### src/include/pag_pkg.sv
package pag_pkg;

  // Byte addresses of the software-visible registers
  localparam logic [7:0] PAG_OFF_IP = 8'h00;
  localparam logic [7:0] PAG_OFF_PTR1 = 8'h04;
  localparam logic [7:0] PAG_OFF_PTR2 = 8'h08;
  localparam logic [7:0] PAG_OFF_PTR3 = 8'h0c;
  localparam logic [7:0] PAG_OFF_EXT = 8'h10;
  localparam logic [7:0] PAG_OFF_FETCH = 8'h14;
  localparam logic [7:0] PAG_OFF_EXEC = 8'h18;
  localparam logic [7:0] PAG_OFF_STATUS = 8'h1c;
  localparam logic [7:0] PAG_OFF_OADDR = 8'h20;

  // Execute command word layout
  localparam int PAG_EXEC_OP_LSB = 0;
  localparam int PAG_EXEC_DISP_LSB = 8;
  localparam int PAG_EXEC_CLS_LSB = 16;

  // Opcode byte fields
  localparam int PAG_OP_LEN_BIT = 7;
  localparam int PAG_OP_M_BIT = 2;
  localparam int PAG_OP_PTR_LSB = 0;

  // Status register bits
  localparam int PAG_ST_LOADED = 0;
  localparam int PAG_ST_IMM = 1;
  localparam int PAG_ST_ILLEGAL = 2;
  localparam int PAG_ST_TWO = 3;
  localparam int PAG_ST_FETCH = 4;
  localparam int PAG_ST_IMM_LSB = 8;

  // Address layout: page above in-page offset
  localparam int PAG_PAGE_LSB = 12;
  localparam logic [7:0] PAG_DISP_SUBST = 8'h80;
  localparam logic [7:0] PAG_INC_ONE = 8'h01;

  // Reset values
  localparam logic [15:0] PAG_PTR_RST = 16'h0000;
  localparam logic [7:0] PAG_EXT_RST = 8'h00;

  localparam logic [1:0] PAG_RESP_OKAY = 2'b00;
  localparam logic [1:0] PAG_RESP_SLVERR = 2'b10;

  typedef enum logic [1:0] {
    PAG_CLS_LDST = 2'b00,
    PAG_CLS_INCDEC = 2'b01,
    PAG_CLS_XFER = 2'b10,
    PAG_CLS_IMMG = 2'b11
  } pag_cls_t;

  typedef enum logic [1:0] {
    PAG_MODE_PCREL = 2'b00,
    PAG_MODE_INDEX = 2'b01,
    PAG_MODE_IMMED = 2'b10,
    PAG_MODE_AUTO = 2'b11
  } pag_mode_t;

endpackage

### src/pag_addr_gen.sv
`timescale 1ns/1ps
`default_nettype none
module pag_addr_gen (
  input wire logic aclk,
  input wire logic aresetn,
  input wire logic [7:0] s_axi_awaddr,
  input wire logic [2:0] s_axi_awprot,
  input wire logic s_axi_awvalid,
  output logic s_axi_awready,
  input wire logic [31:0] s_axi_wdata,
  input wire logic [3:0] s_axi_wstrb,
  input wire logic s_axi_wvalid,
  output logic s_axi_wready,
  output logic [1:0] s_axi_bresp,
  output logic s_axi_bvalid,
  input wire logic s_axi_bready,
  input wire logic [7:0] s_axi_araddr,
  input wire logic [2:0] s_axi_arprot,
  input wire logic s_axi_arvalid,
  output logic s_axi_arready,
  output logic [31:0] s_axi_rdata,
  output logic [1:0] s_axi_rresp,
  output logic s_axi_rvalid,
  input wire logic s_axi_rready,
  output logic [15:0] mem_addr,
  output logic mem_addr_load,
  output logic mem_addr_fetch
);

  typedef struct packed {
    logic [3:0][15:0] ptr;
    logic [7:0] ext;
    logic [15:0] oaddr;
    logic oload;
    logic ofetch;
    logic [15:0] stat;
    logic aw_have;
    logic [7:0] awaddr;
    logic w_have;
    logic [31:0] wdata;
    logic [3:0] wstrb;
    logic bvalid;
    logic [1:0] bresp;
    logic rvalid;
    logic [31:0] rdata;
    logic [1:0] rresp;
  } pag_state_t;

  pag_state_t s_q;
  pag_state_t s_d;

  logic wr_go;
  logic [7:0] wr_addr;
  logic [7:0] rd_addr;
  logic is_fetch;
  logic is_exec;
  logic wr_ptr_any;
  logic [7:0] ex_op;
  logic [7:0] ex_disp;
  pag_pkg::pag_cls_t ex_cls;
  pag_pkg::pag_mode_t ex_mode;
  logic [1:0] ex_sel;
  logic ex_two;
  logic ex_legal;
  logic [7:0] disp_eff;
  logic [15:0] base;
  logic [15:0] ea_sum;
  logic [15:0] inc_sum;
  logic [15:0] pages;
  logic [31:0] rd_mux;
  logic rd_ok;

  // Untouched protection bits; every access treated alike
  logic unused_prot;
  assign unused_prot = ^{s_axi_awprot, s_axi_arprot};

  function automatic logic [15:0] merge16(input logic [15:0] old,
                                          input logic [15:0] nw,
                                          input logic [1:0] strb);
    merge16 = {strb[1] ? nw[15:8] : old[15:8],
               strb[0] ? nw[7:0] : old[7:0]};
  endfunction

  assign s_axi_awready = !s_q.aw_have && !s_q.bvalid;
  assign s_axi_wready = !s_q.w_have && !s_q.bvalid;
  assign s_axi_bvalid = s_q.bvalid;
  assign s_axi_bresp = s_q.bresp;
  assign s_axi_arready = !s_q.rvalid;
  assign s_axi_rvalid = s_q.rvalid;
  assign s_axi_rdata = s_q.rdata;
  assign s_axi_rresp = s_q.rresp;
  assign mem_addr = s_q.oaddr;
  assign mem_addr_load = s_q.oload;
  assign mem_addr_fetch = s_q.ofetch;

  assign wr_go = s_q.aw_have && s_q.w_have && !s_q.bvalid;
  assign wr_addr = {s_q.awaddr[7:2], 2'b00};
  assign rd_addr = {s_axi_araddr[7:2], 2'b00};
  assign is_fetch = wr_go && (wr_addr == pag_pkg::PAG_OFF_FETCH);
  assign is_exec = wr_go && (wr_addr == pag_pkg::PAG_OFF_EXEC);
  assign wr_ptr_any = wr_go && (wr_addr <= pag_pkg::PAG_OFF_PTR3);
  assign pages = {s_q.ptr[3][15:12], s_q.ptr[2][15:12],
                  s_q.ptr[1][15:12], s_q.ptr[0][15:12]};

  assign ex_op = s_q.wdata[pag_pkg::PAG_EXEC_OP_LSB +: 8];
  assign ex_disp = s_q.wdata[pag_pkg::PAG_EXEC_DISP_LSB +: 8];
  assign ex_cls = pag_pkg::pag_cls_t'(
                    s_q.wdata[pag_pkg::PAG_EXEC_CLS_LSB +: 2]);
  assign ex_sel = ex_op[pag_pkg::PAG_OP_PTR_LSB +: 2];
  assign ex_two = ex_op[pag_pkg::PAG_OP_LEN_BIT];
  assign ex_mode = pag_pkg::pag_mode_t'(
                     {ex_op[pag_pkg::PAG_OP_M_BIT], ex_sel != 2'b00});

  always_comb begin
    case (ex_cls)
      pag_pkg::PAG_CLS_LDST: ex_legal = ex_mode != pag_pkg::PAG_MODE_IMMED;
      pag_pkg::PAG_CLS_INCDEC,
      pag_pkg::PAG_CLS_XFER: ex_legal = !ex_op[pag_pkg::PAG_OP_M_BIT];
      pag_pkg::PAG_CLS_IMMG: ex_legal = ex_mode == pag_pkg::PAG_MODE_IMMED;
      default: ex_legal = 1'b0;
    endcase
  end

  assign disp_eff = (ex_disp == pag_pkg::PAG_DISP_SUBST) ? s_q.ext
                                                          : ex_disp;
  assign base = s_q.ptr[ex_sel];

  pag_page_add u_ea_add (
    .base(base),
    .disp(disp_eff),
    .sum(ea_sum)
  );

  pag_page_add u_inc_add (
    .base(s_q.ptr[0]),
    .disp(pag_pkg::PAG_INC_ONE),
    .sum(inc_sum)
  );

  always_comb begin
    rd_ok = 1'b1;
    rd_mux = 32'h0000_0000;
    case (rd_addr)
      pag_pkg::PAG_OFF_IP: rd_mux = {16'h0000, s_q.ptr[0]};
      pag_pkg::PAG_OFF_PTR1: rd_mux = {16'h0000, s_q.ptr[1]};
      pag_pkg::PAG_OFF_PTR2: rd_mux = {16'h0000, s_q.ptr[2]};
      pag_pkg::PAG_OFF_PTR3: rd_mux = {16'h0000, s_q.ptr[3]};
      pag_pkg::PAG_OFF_EXT: rd_mux = {24'h00_0000, s_q.ext};
      pag_pkg::PAG_OFF_FETCH,
      pag_pkg::PAG_OFF_EXEC: rd_mux = 32'h0000_0000;
      pag_pkg::PAG_OFF_STATUS: rd_mux = {16'h0000, s_q.stat};
      pag_pkg::PAG_OFF_OADDR: rd_mux = {16'h0000, s_q.oaddr};
      default: rd_ok = 1'b0;
    endcase
  end

  always_comb begin
    s_d = s_q;
    s_d.oload = 1'b0;
    if (s_axi_awvalid && s_axi_awready) begin
      s_d.aw_have = 1'b1;
      s_d.awaddr = s_axi_awaddr;
    end
    if (s_axi_wvalid && s_axi_wready) begin
      s_d.w_have = 1'b1;
      s_d.wdata = s_axi_wdata;
      s_d.wstrb = s_axi_wstrb;
    end
    if (s_q.bvalid && s_axi_bready) begin
      s_d.bvalid = 1'b0;
    end
    if (s_q.rvalid && s_axi_rready) begin
      s_d.rvalid = 1'b0;
    end
    if (s_axi_arvalid && s_axi_arready) begin
      s_d.rvalid = 1'b1;
      s_d.rdata = rd_mux;
      s_d.rresp = rd_ok ? pag_pkg::PAG_RESP_OKAY
                        : pag_pkg::PAG_RESP_SLVERR;
    end
    if (wr_go) begin
      s_d.aw_have = 1'b0;
      s_d.w_have = 1'b0;
      s_d.bvalid = 1'b1;
      s_d.bresp = pag_pkg::PAG_RESP_OKAY;
      case (wr_addr)
        // Pointer register write, merged by byte strobes, only path to page bits
        pag_pkg::PAG_OFF_IP,
        pag_pkg::PAG_OFF_PTR1,
        pag_pkg::PAG_OFF_PTR2,
        pag_pkg::PAG_OFF_PTR3: begin
          s_d.ptr[wr_addr[3:2]] = merge16(s_q.ptr[wr_addr[3:2]],
                                          s_q.wdata[15:0],
                                          s_q.wstrb[1:0]);
        end
        pag_pkg::PAG_OFF_EXT: begin
          if (s_q.wstrb[0]) begin
            s_d.ext = s_q.wdata[7:0];
          end
        end
        pag_pkg::PAG_OFF_FETCH: begin
          s_d.ptr[0] = inc_sum;
          s_d.oaddr = inc_sum;
          s_d.oload = 1'b1;
          s_d.ofetch = 1'b1;
          s_d.stat = 16'h0000;
          s_d.stat[pag_pkg::PAG_ST_FETCH] = 1'b1;
        end
        pag_pkg::PAG_OFF_EXEC: begin
          s_d.stat = 16'h0000;
          s_d.stat[pag_pkg::PAG_ST_TWO] = ex_two;
          if (ex_two && !ex_legal) begin
            s_d.stat[pag_pkg::PAG_ST_ILLEGAL] = 1'b1;
          end else if (ex_two) begin
            case (ex_mode)
              pag_pkg::PAG_MODE_IMMED: begin
                s_d.stat[pag_pkg::PAG_ST_IMM] = 1'b1;
                s_d.stat[pag_pkg::PAG_ST_IMM_LSB +: 8] = ex_disp;
              end
              pag_pkg::PAG_MODE_AUTO: begin
                s_d.ptr[ex_sel] = ea_sum;
                s_d.oaddr = disp_eff[7] ? ea_sum : base;
                s_d.oload = 1'b1;
                s_d.ofetch = 1'b0;
                s_d.stat[pag_pkg::PAG_ST_LOADED] = 1'b1;
              end
              default: begin
                s_d.oaddr = ea_sum;
                s_d.oload = 1'b1;
                s_d.ofetch = 1'b0;
                s_d.stat[pag_pkg::PAG_ST_LOADED] = 1'b1;
              end
            endcase
          end
        end
        pag_pkg::PAG_OFF_STATUS,
        pag_pkg::PAG_OFF_OADDR: s_d.bresp = pag_pkg::PAG_RESP_OKAY;
        default: s_d.bresp = pag_pkg::PAG_RESP_SLVERR;
      endcase
    end
  end

  always_ff @(posedge aclk) begin
    if (!aresetn) begin
      s_q <= '0;
      s_q.ptr <= {4{pag_pkg::PAG_PTR_RST}};
      s_q.ext <= pag_pkg::PAG_EXT_RST;
    end else begin
      s_q <= s_d;
    end
  end
endmodule
`default_nettype wire

### src/pag_page_add.sv
`timescale 1ns/1ps
`default_nettype none
module pag_page_add (
  input wire logic [15:0] base,
  input wire logic [7:0] disp,
  output logic [15:0] sum
);
  logic [11:0] disp_ext;
  logic [11:0] low_sum;

  assign disp_ext = {{4{disp[7]}}, disp};
  // Carry out of bit 11 dropped
  assign low_sum = base[11:0] + disp_ext;
  assign sum = {base[15:pag_pkg::PAG_PAGE_LSB], low_sum};
endmodule
`default_nettype wire

### config.mk
export PLATFORM = sky130hd
export DESIGN_NAME = pag_addr_gen
export DESIGN_NICKNAME = d
export VERILOG_FILES = /design/src/include/pag_pkg.sv /design/src/pag_addr_gen.sv /design/src/pag_page_add.sv
export SDC_FILE = /design/constraint.sdc
export NUM_CORES = 1
export LEC_CHECK = 0
export BUFFER_PORTS_ARGS = -buffer_cell sky130_fd_sc_hd__buf_2
export CORE_MARGIN = 2
export CORE_UTILIZATION = 50
export DETAILED_ROUTE_END_ITERATION = 8
export HOLD_SLACK_MARGIN = 0.1
export PLACE_DENSITY = 0.83
export REMOVE_ABC_BUFFERS = 1
export SETUP_SLACK_MARGIN = 0.5
export SLEW_MARGIN = 20
export SYNTH_ARGS = -nofsm -noshare
export SYNTH_HDL_FRONTEND = slang
export SYNTH_SLANG_ARGS = --single-unit
### constraint.sdc
create_clock -name aclk -period 6.3 [get_ports aclk]
set_input_delay 0.315 -clock aclk [delete_from_list [all_inputs] [get_ports aclk]]
set_output_delay 0.315 -clock aclk [all_outputs]
set_load 0.02 [all_outputs]
==> run metrics <==
slew at the pin with the worst max-slew slack around 1.3 ns; share of cells above drive strength 1 between 10% and 20%; sequential-to-total area share from yosys stat a little under a third; number of antenna violations at the first check in global routing 1; Post-Route Utilization 55.11%; Max Freq roughly 230 MHz; pin count of the biggest net entering global routing 97; clock latency on the worst-skew pair ~0.43 ns; switching power of the nets ~0.00064 W; number of placed instances, taps included approximately 1.3k; Comb power frac between 10% and 20%; number of ports placed on the die boundary ~120; library cell used as clock root buffer clkbuf_16; Overflow after GRT 0; Final Instance Area about 10000 um^2; category of the worst setup path capture point flip-flop; worst-case headroom to the max-slew limit 13.48%; number of distinct standard cells referenced by the synthesized netlist 82; Primary FF master, synth dfxtp_1; total wire length after detailed routing approximately 32000 um; share of total power in sequential cells 42.7%; Critical Path Fanout Max 6; leakage power summed over all cells ~4.1 nW; number of DRC violations after detailed-routing iteration 0 between 1.5k and 2k; biggest cell delay along the critical path approximately 0.62 ns; final-layout setup total negative slack 0 ns; endpoints failing hold 0; via/cell ratio 6.957; Cells after Synth around 1.1k; GRT met2 Usage a little under half; met3 track utilization from global routing approximately a tenth; Buffers & Inverters on Critical Path 2; Row Count 50; Internal approximately 0.0017 W; max-slew violations 0; H-tree depth 4; critical-path cell list or4_4, nor4_1, buf_4, a21o_1, ha_1, inv_1, fa_1, nor2b_1, o2111ai_1, and3_1, a211oi_1, a221oi_1, a21oi_1; status complete, no violations; clock-pin slew of the registers on the worst-case setup and hold paths approximately 0.060 ns; number of search-and-repair iterations in the first detailed-routing pass 9; effective utilization at floorplan between 50 and 60%; met1 Track Usage GR 40.15%; die extent in y between 100 and 150 um; final number of setup-violating endpoints 0; skew final about 0.011 ns; total inserted antenna cells 0; slowest stage cell on the critical path a211oi_1; switching share of total power a little over a quarter; fraction of the cycle the final worst path needs between 60% and 70%; crit path kind reg2reg; cell area reported after detailed placement around 9700 um^2; setup repair after global routing missed its margin no; maximum resistive drop on vdd roughly 250 uV; overall fraction of global-route tracks in use between 30% and 40%; filler instances ~1.7k; placeable core region roughly 19000 um^2; HPWL after detailed placement approximately 21000 um; worst hold margin about 0.12 ns; Die Span X around 140 um; Setup Buffers After CTS 0; commonest non-fill, non-tap cell in the layout dfxtp_1; yosys synthesis warning count 0; number of buffers between clock root and the deepest sink 2; routed len/inst approximately 24 um; nets@finish 1192; GP Congestion around 1; TritonCTS buffer count 17; synthesized area roughly 9500 um^2; global route hottest layer met2; commonest cells after routing, fill and taps aside dfxtp_1 (151), nand2_1 (118), nor2_1 (111); Top delay family on crit path compound AO/OA/AOI/OAI gates; count of buffers from port buffering 79; fraction of registers with async set or reset after synthesis 0%; Max Cap Viol 0; number of global-route vias before repair 8844; number of sinks driven by the clock tree 151; kind of start point of the critical path flip-flop; synth-to-layout area growth 8.095%; routed vias 9440; Pwr per Cell Area about 230 nW/um^2; DRC violations left 0; endpoint required time on the critical path approximately 6.7 ns; Hold Crit Class in2reg; shortest clock period the worst path allows after layout ~4.3 ns; number of enable-type register cells in the synthesized netlist 0; CTS tree done; register bit total from synthesis 151; proportion of power drawn by the clock network a little under half; non-filler cells in the finished layout ~1.4k; average footprint of a synthesized cell roughly 8.5 um^2; residual antenna-violating net count after detailed routing 0; Worst Path Arrival ~4.6 ns; Die Outline Area a little over 20000 um^2; first-pass GRT wire length 48940 um
## layer usage
metal | part of all wire, % | routed length, um
met5 | 0 | 0
met4 | 6.2 | 1998
met3 | 15 | 4701
met1 | 36 | 11740
met2 | 43 | 13740
## final timing paths
check / slack, ns / from / end / cells past startpoint
worst max-delay path: 2.02 / ex_disp[3] / mem_addr[8] / 13
worst min-delay path: 0.12 / s_axi_wdata[4] / ex_op[4] / 3
worst max register to register: 2.02 / ex_disp[3] / mem_addr[8] / 13
worst min register to register: 0.46 / s_q[84] / s_q[84] / 2
## cells in the mapped netlist (all sizes together), types with 10 or more instances
cell type | number | area (um^2)
mux4 | 36 | 810.8
o22ai | 10 | 62.56
inv | 12 | 45.04
a21oi | 79 | 395.4
nor2 | 114 | 454.2
nand3 | 24 | 120.1
buf | 83 | 539.3
o211ai | 14 | 110.1
nor3 | 14 | 86.34
a22oi | 52 | 390.4
nand2 | 120 | 455.4
clkbuf | 54 | 202.7
dfxtp | 151 | 3023
a211oi | 10 | 75.07
a21o | 15 | 112.6
and2 | 12 | 75.08
o21ai | 72 | 375.4
ha | 14 | 175.2
a22o | 31 | 271.5
mux2i | 32 | 320.3
and3 | 12 | 75.07
## registers in the layout (all words and copies together) (netlist names)
register        cells
s_q                79
ex_op               7
s_axi_rvalid        1
mem_addr_fetch      1
mem_addr_load       1
ex_mode             1
pages              16
s_axi_bvalid        1
s_axi_rresp         1
mem_addr           16
s_axi_rdata        16
ex_disp             8
ex_cls              2
s_axi_bresp         1
## final cells by class
| type | instances | area [um^2] | share of cell area, % |
|---|---|---|---|
| clock buffers | 21 | 460.4 | 4.467 |
| clock inverters | 9 | 150.1 | 1.456 |
| inverters | 12 | 45.04 | 0.4369 |
| multi-input cells | 833 | 5804 | 56.31 |
| flip-flops and latches | 151 | 3023 | 29.32 |
| well taps | 234 | 292.8 | 2.840 |
| repair buffers | 97 | 533.0 | 5.171 |
## power by group through the flow
stage | Combinational (W) | Clock, W | Sequential (W)
3_5_place_dp | 0.000273 | 0 | 0.00103
6_report | 0.000287 | 0.00108 | 0.00102
4_1_cts | 0.000275 | 0.00108 | 0.00101
5_1_grt | 0.000302 | 0.00112 | 0.00102
3_3_place_gp | 0.000269 | 0 | 0.00103
2_1_floorplan | 0.000169 | 0 | 0.00103
## tightest hold or removal path, cell delays in order
cell,delay (ns)
buf_2,0.10
nand2_1,0.05
a21oi_1,0.05
## stage by stage
step	power (W)	worst slack [ns]
global route	0.002443	1.789
CTS	0.002368	2.062
finish	0.002381	2.015
floorplan	0.001200	2.699
detailed placement	0.001306	2.094
global placement	0.001301	2.182
## kinds of logic (layout without fill, tap and decap cells)
family | count (synthesis) | count (layout) | share of synthesized area (%)
other | 1 | 18 | 0.03932
AOI/OAI and AO/OA | 361 | 361 | 26.19
muxes | 77 | 77 | 12.92
adders and majority gates | 15 | 15 | 2.047
and+or+nand+nor | 348 | 348 | 17.57
xor gates and xnor gates | 14 | 14 | 1.286
buffers and inverters | 149 | 139 | 8.252
DFF | 151 | 151 | 31.70
## timing repair
| action | in CTS | in global routing |
|---|---|---|
| resized for setup | 0 | 0 |
| endpoints found under the setup margin | 0 | 0 |
| hold buffers | 1 | 0 |
| endpoints found under the hold margin | 1 | 0 |
(Power assumes the default switching activity.)
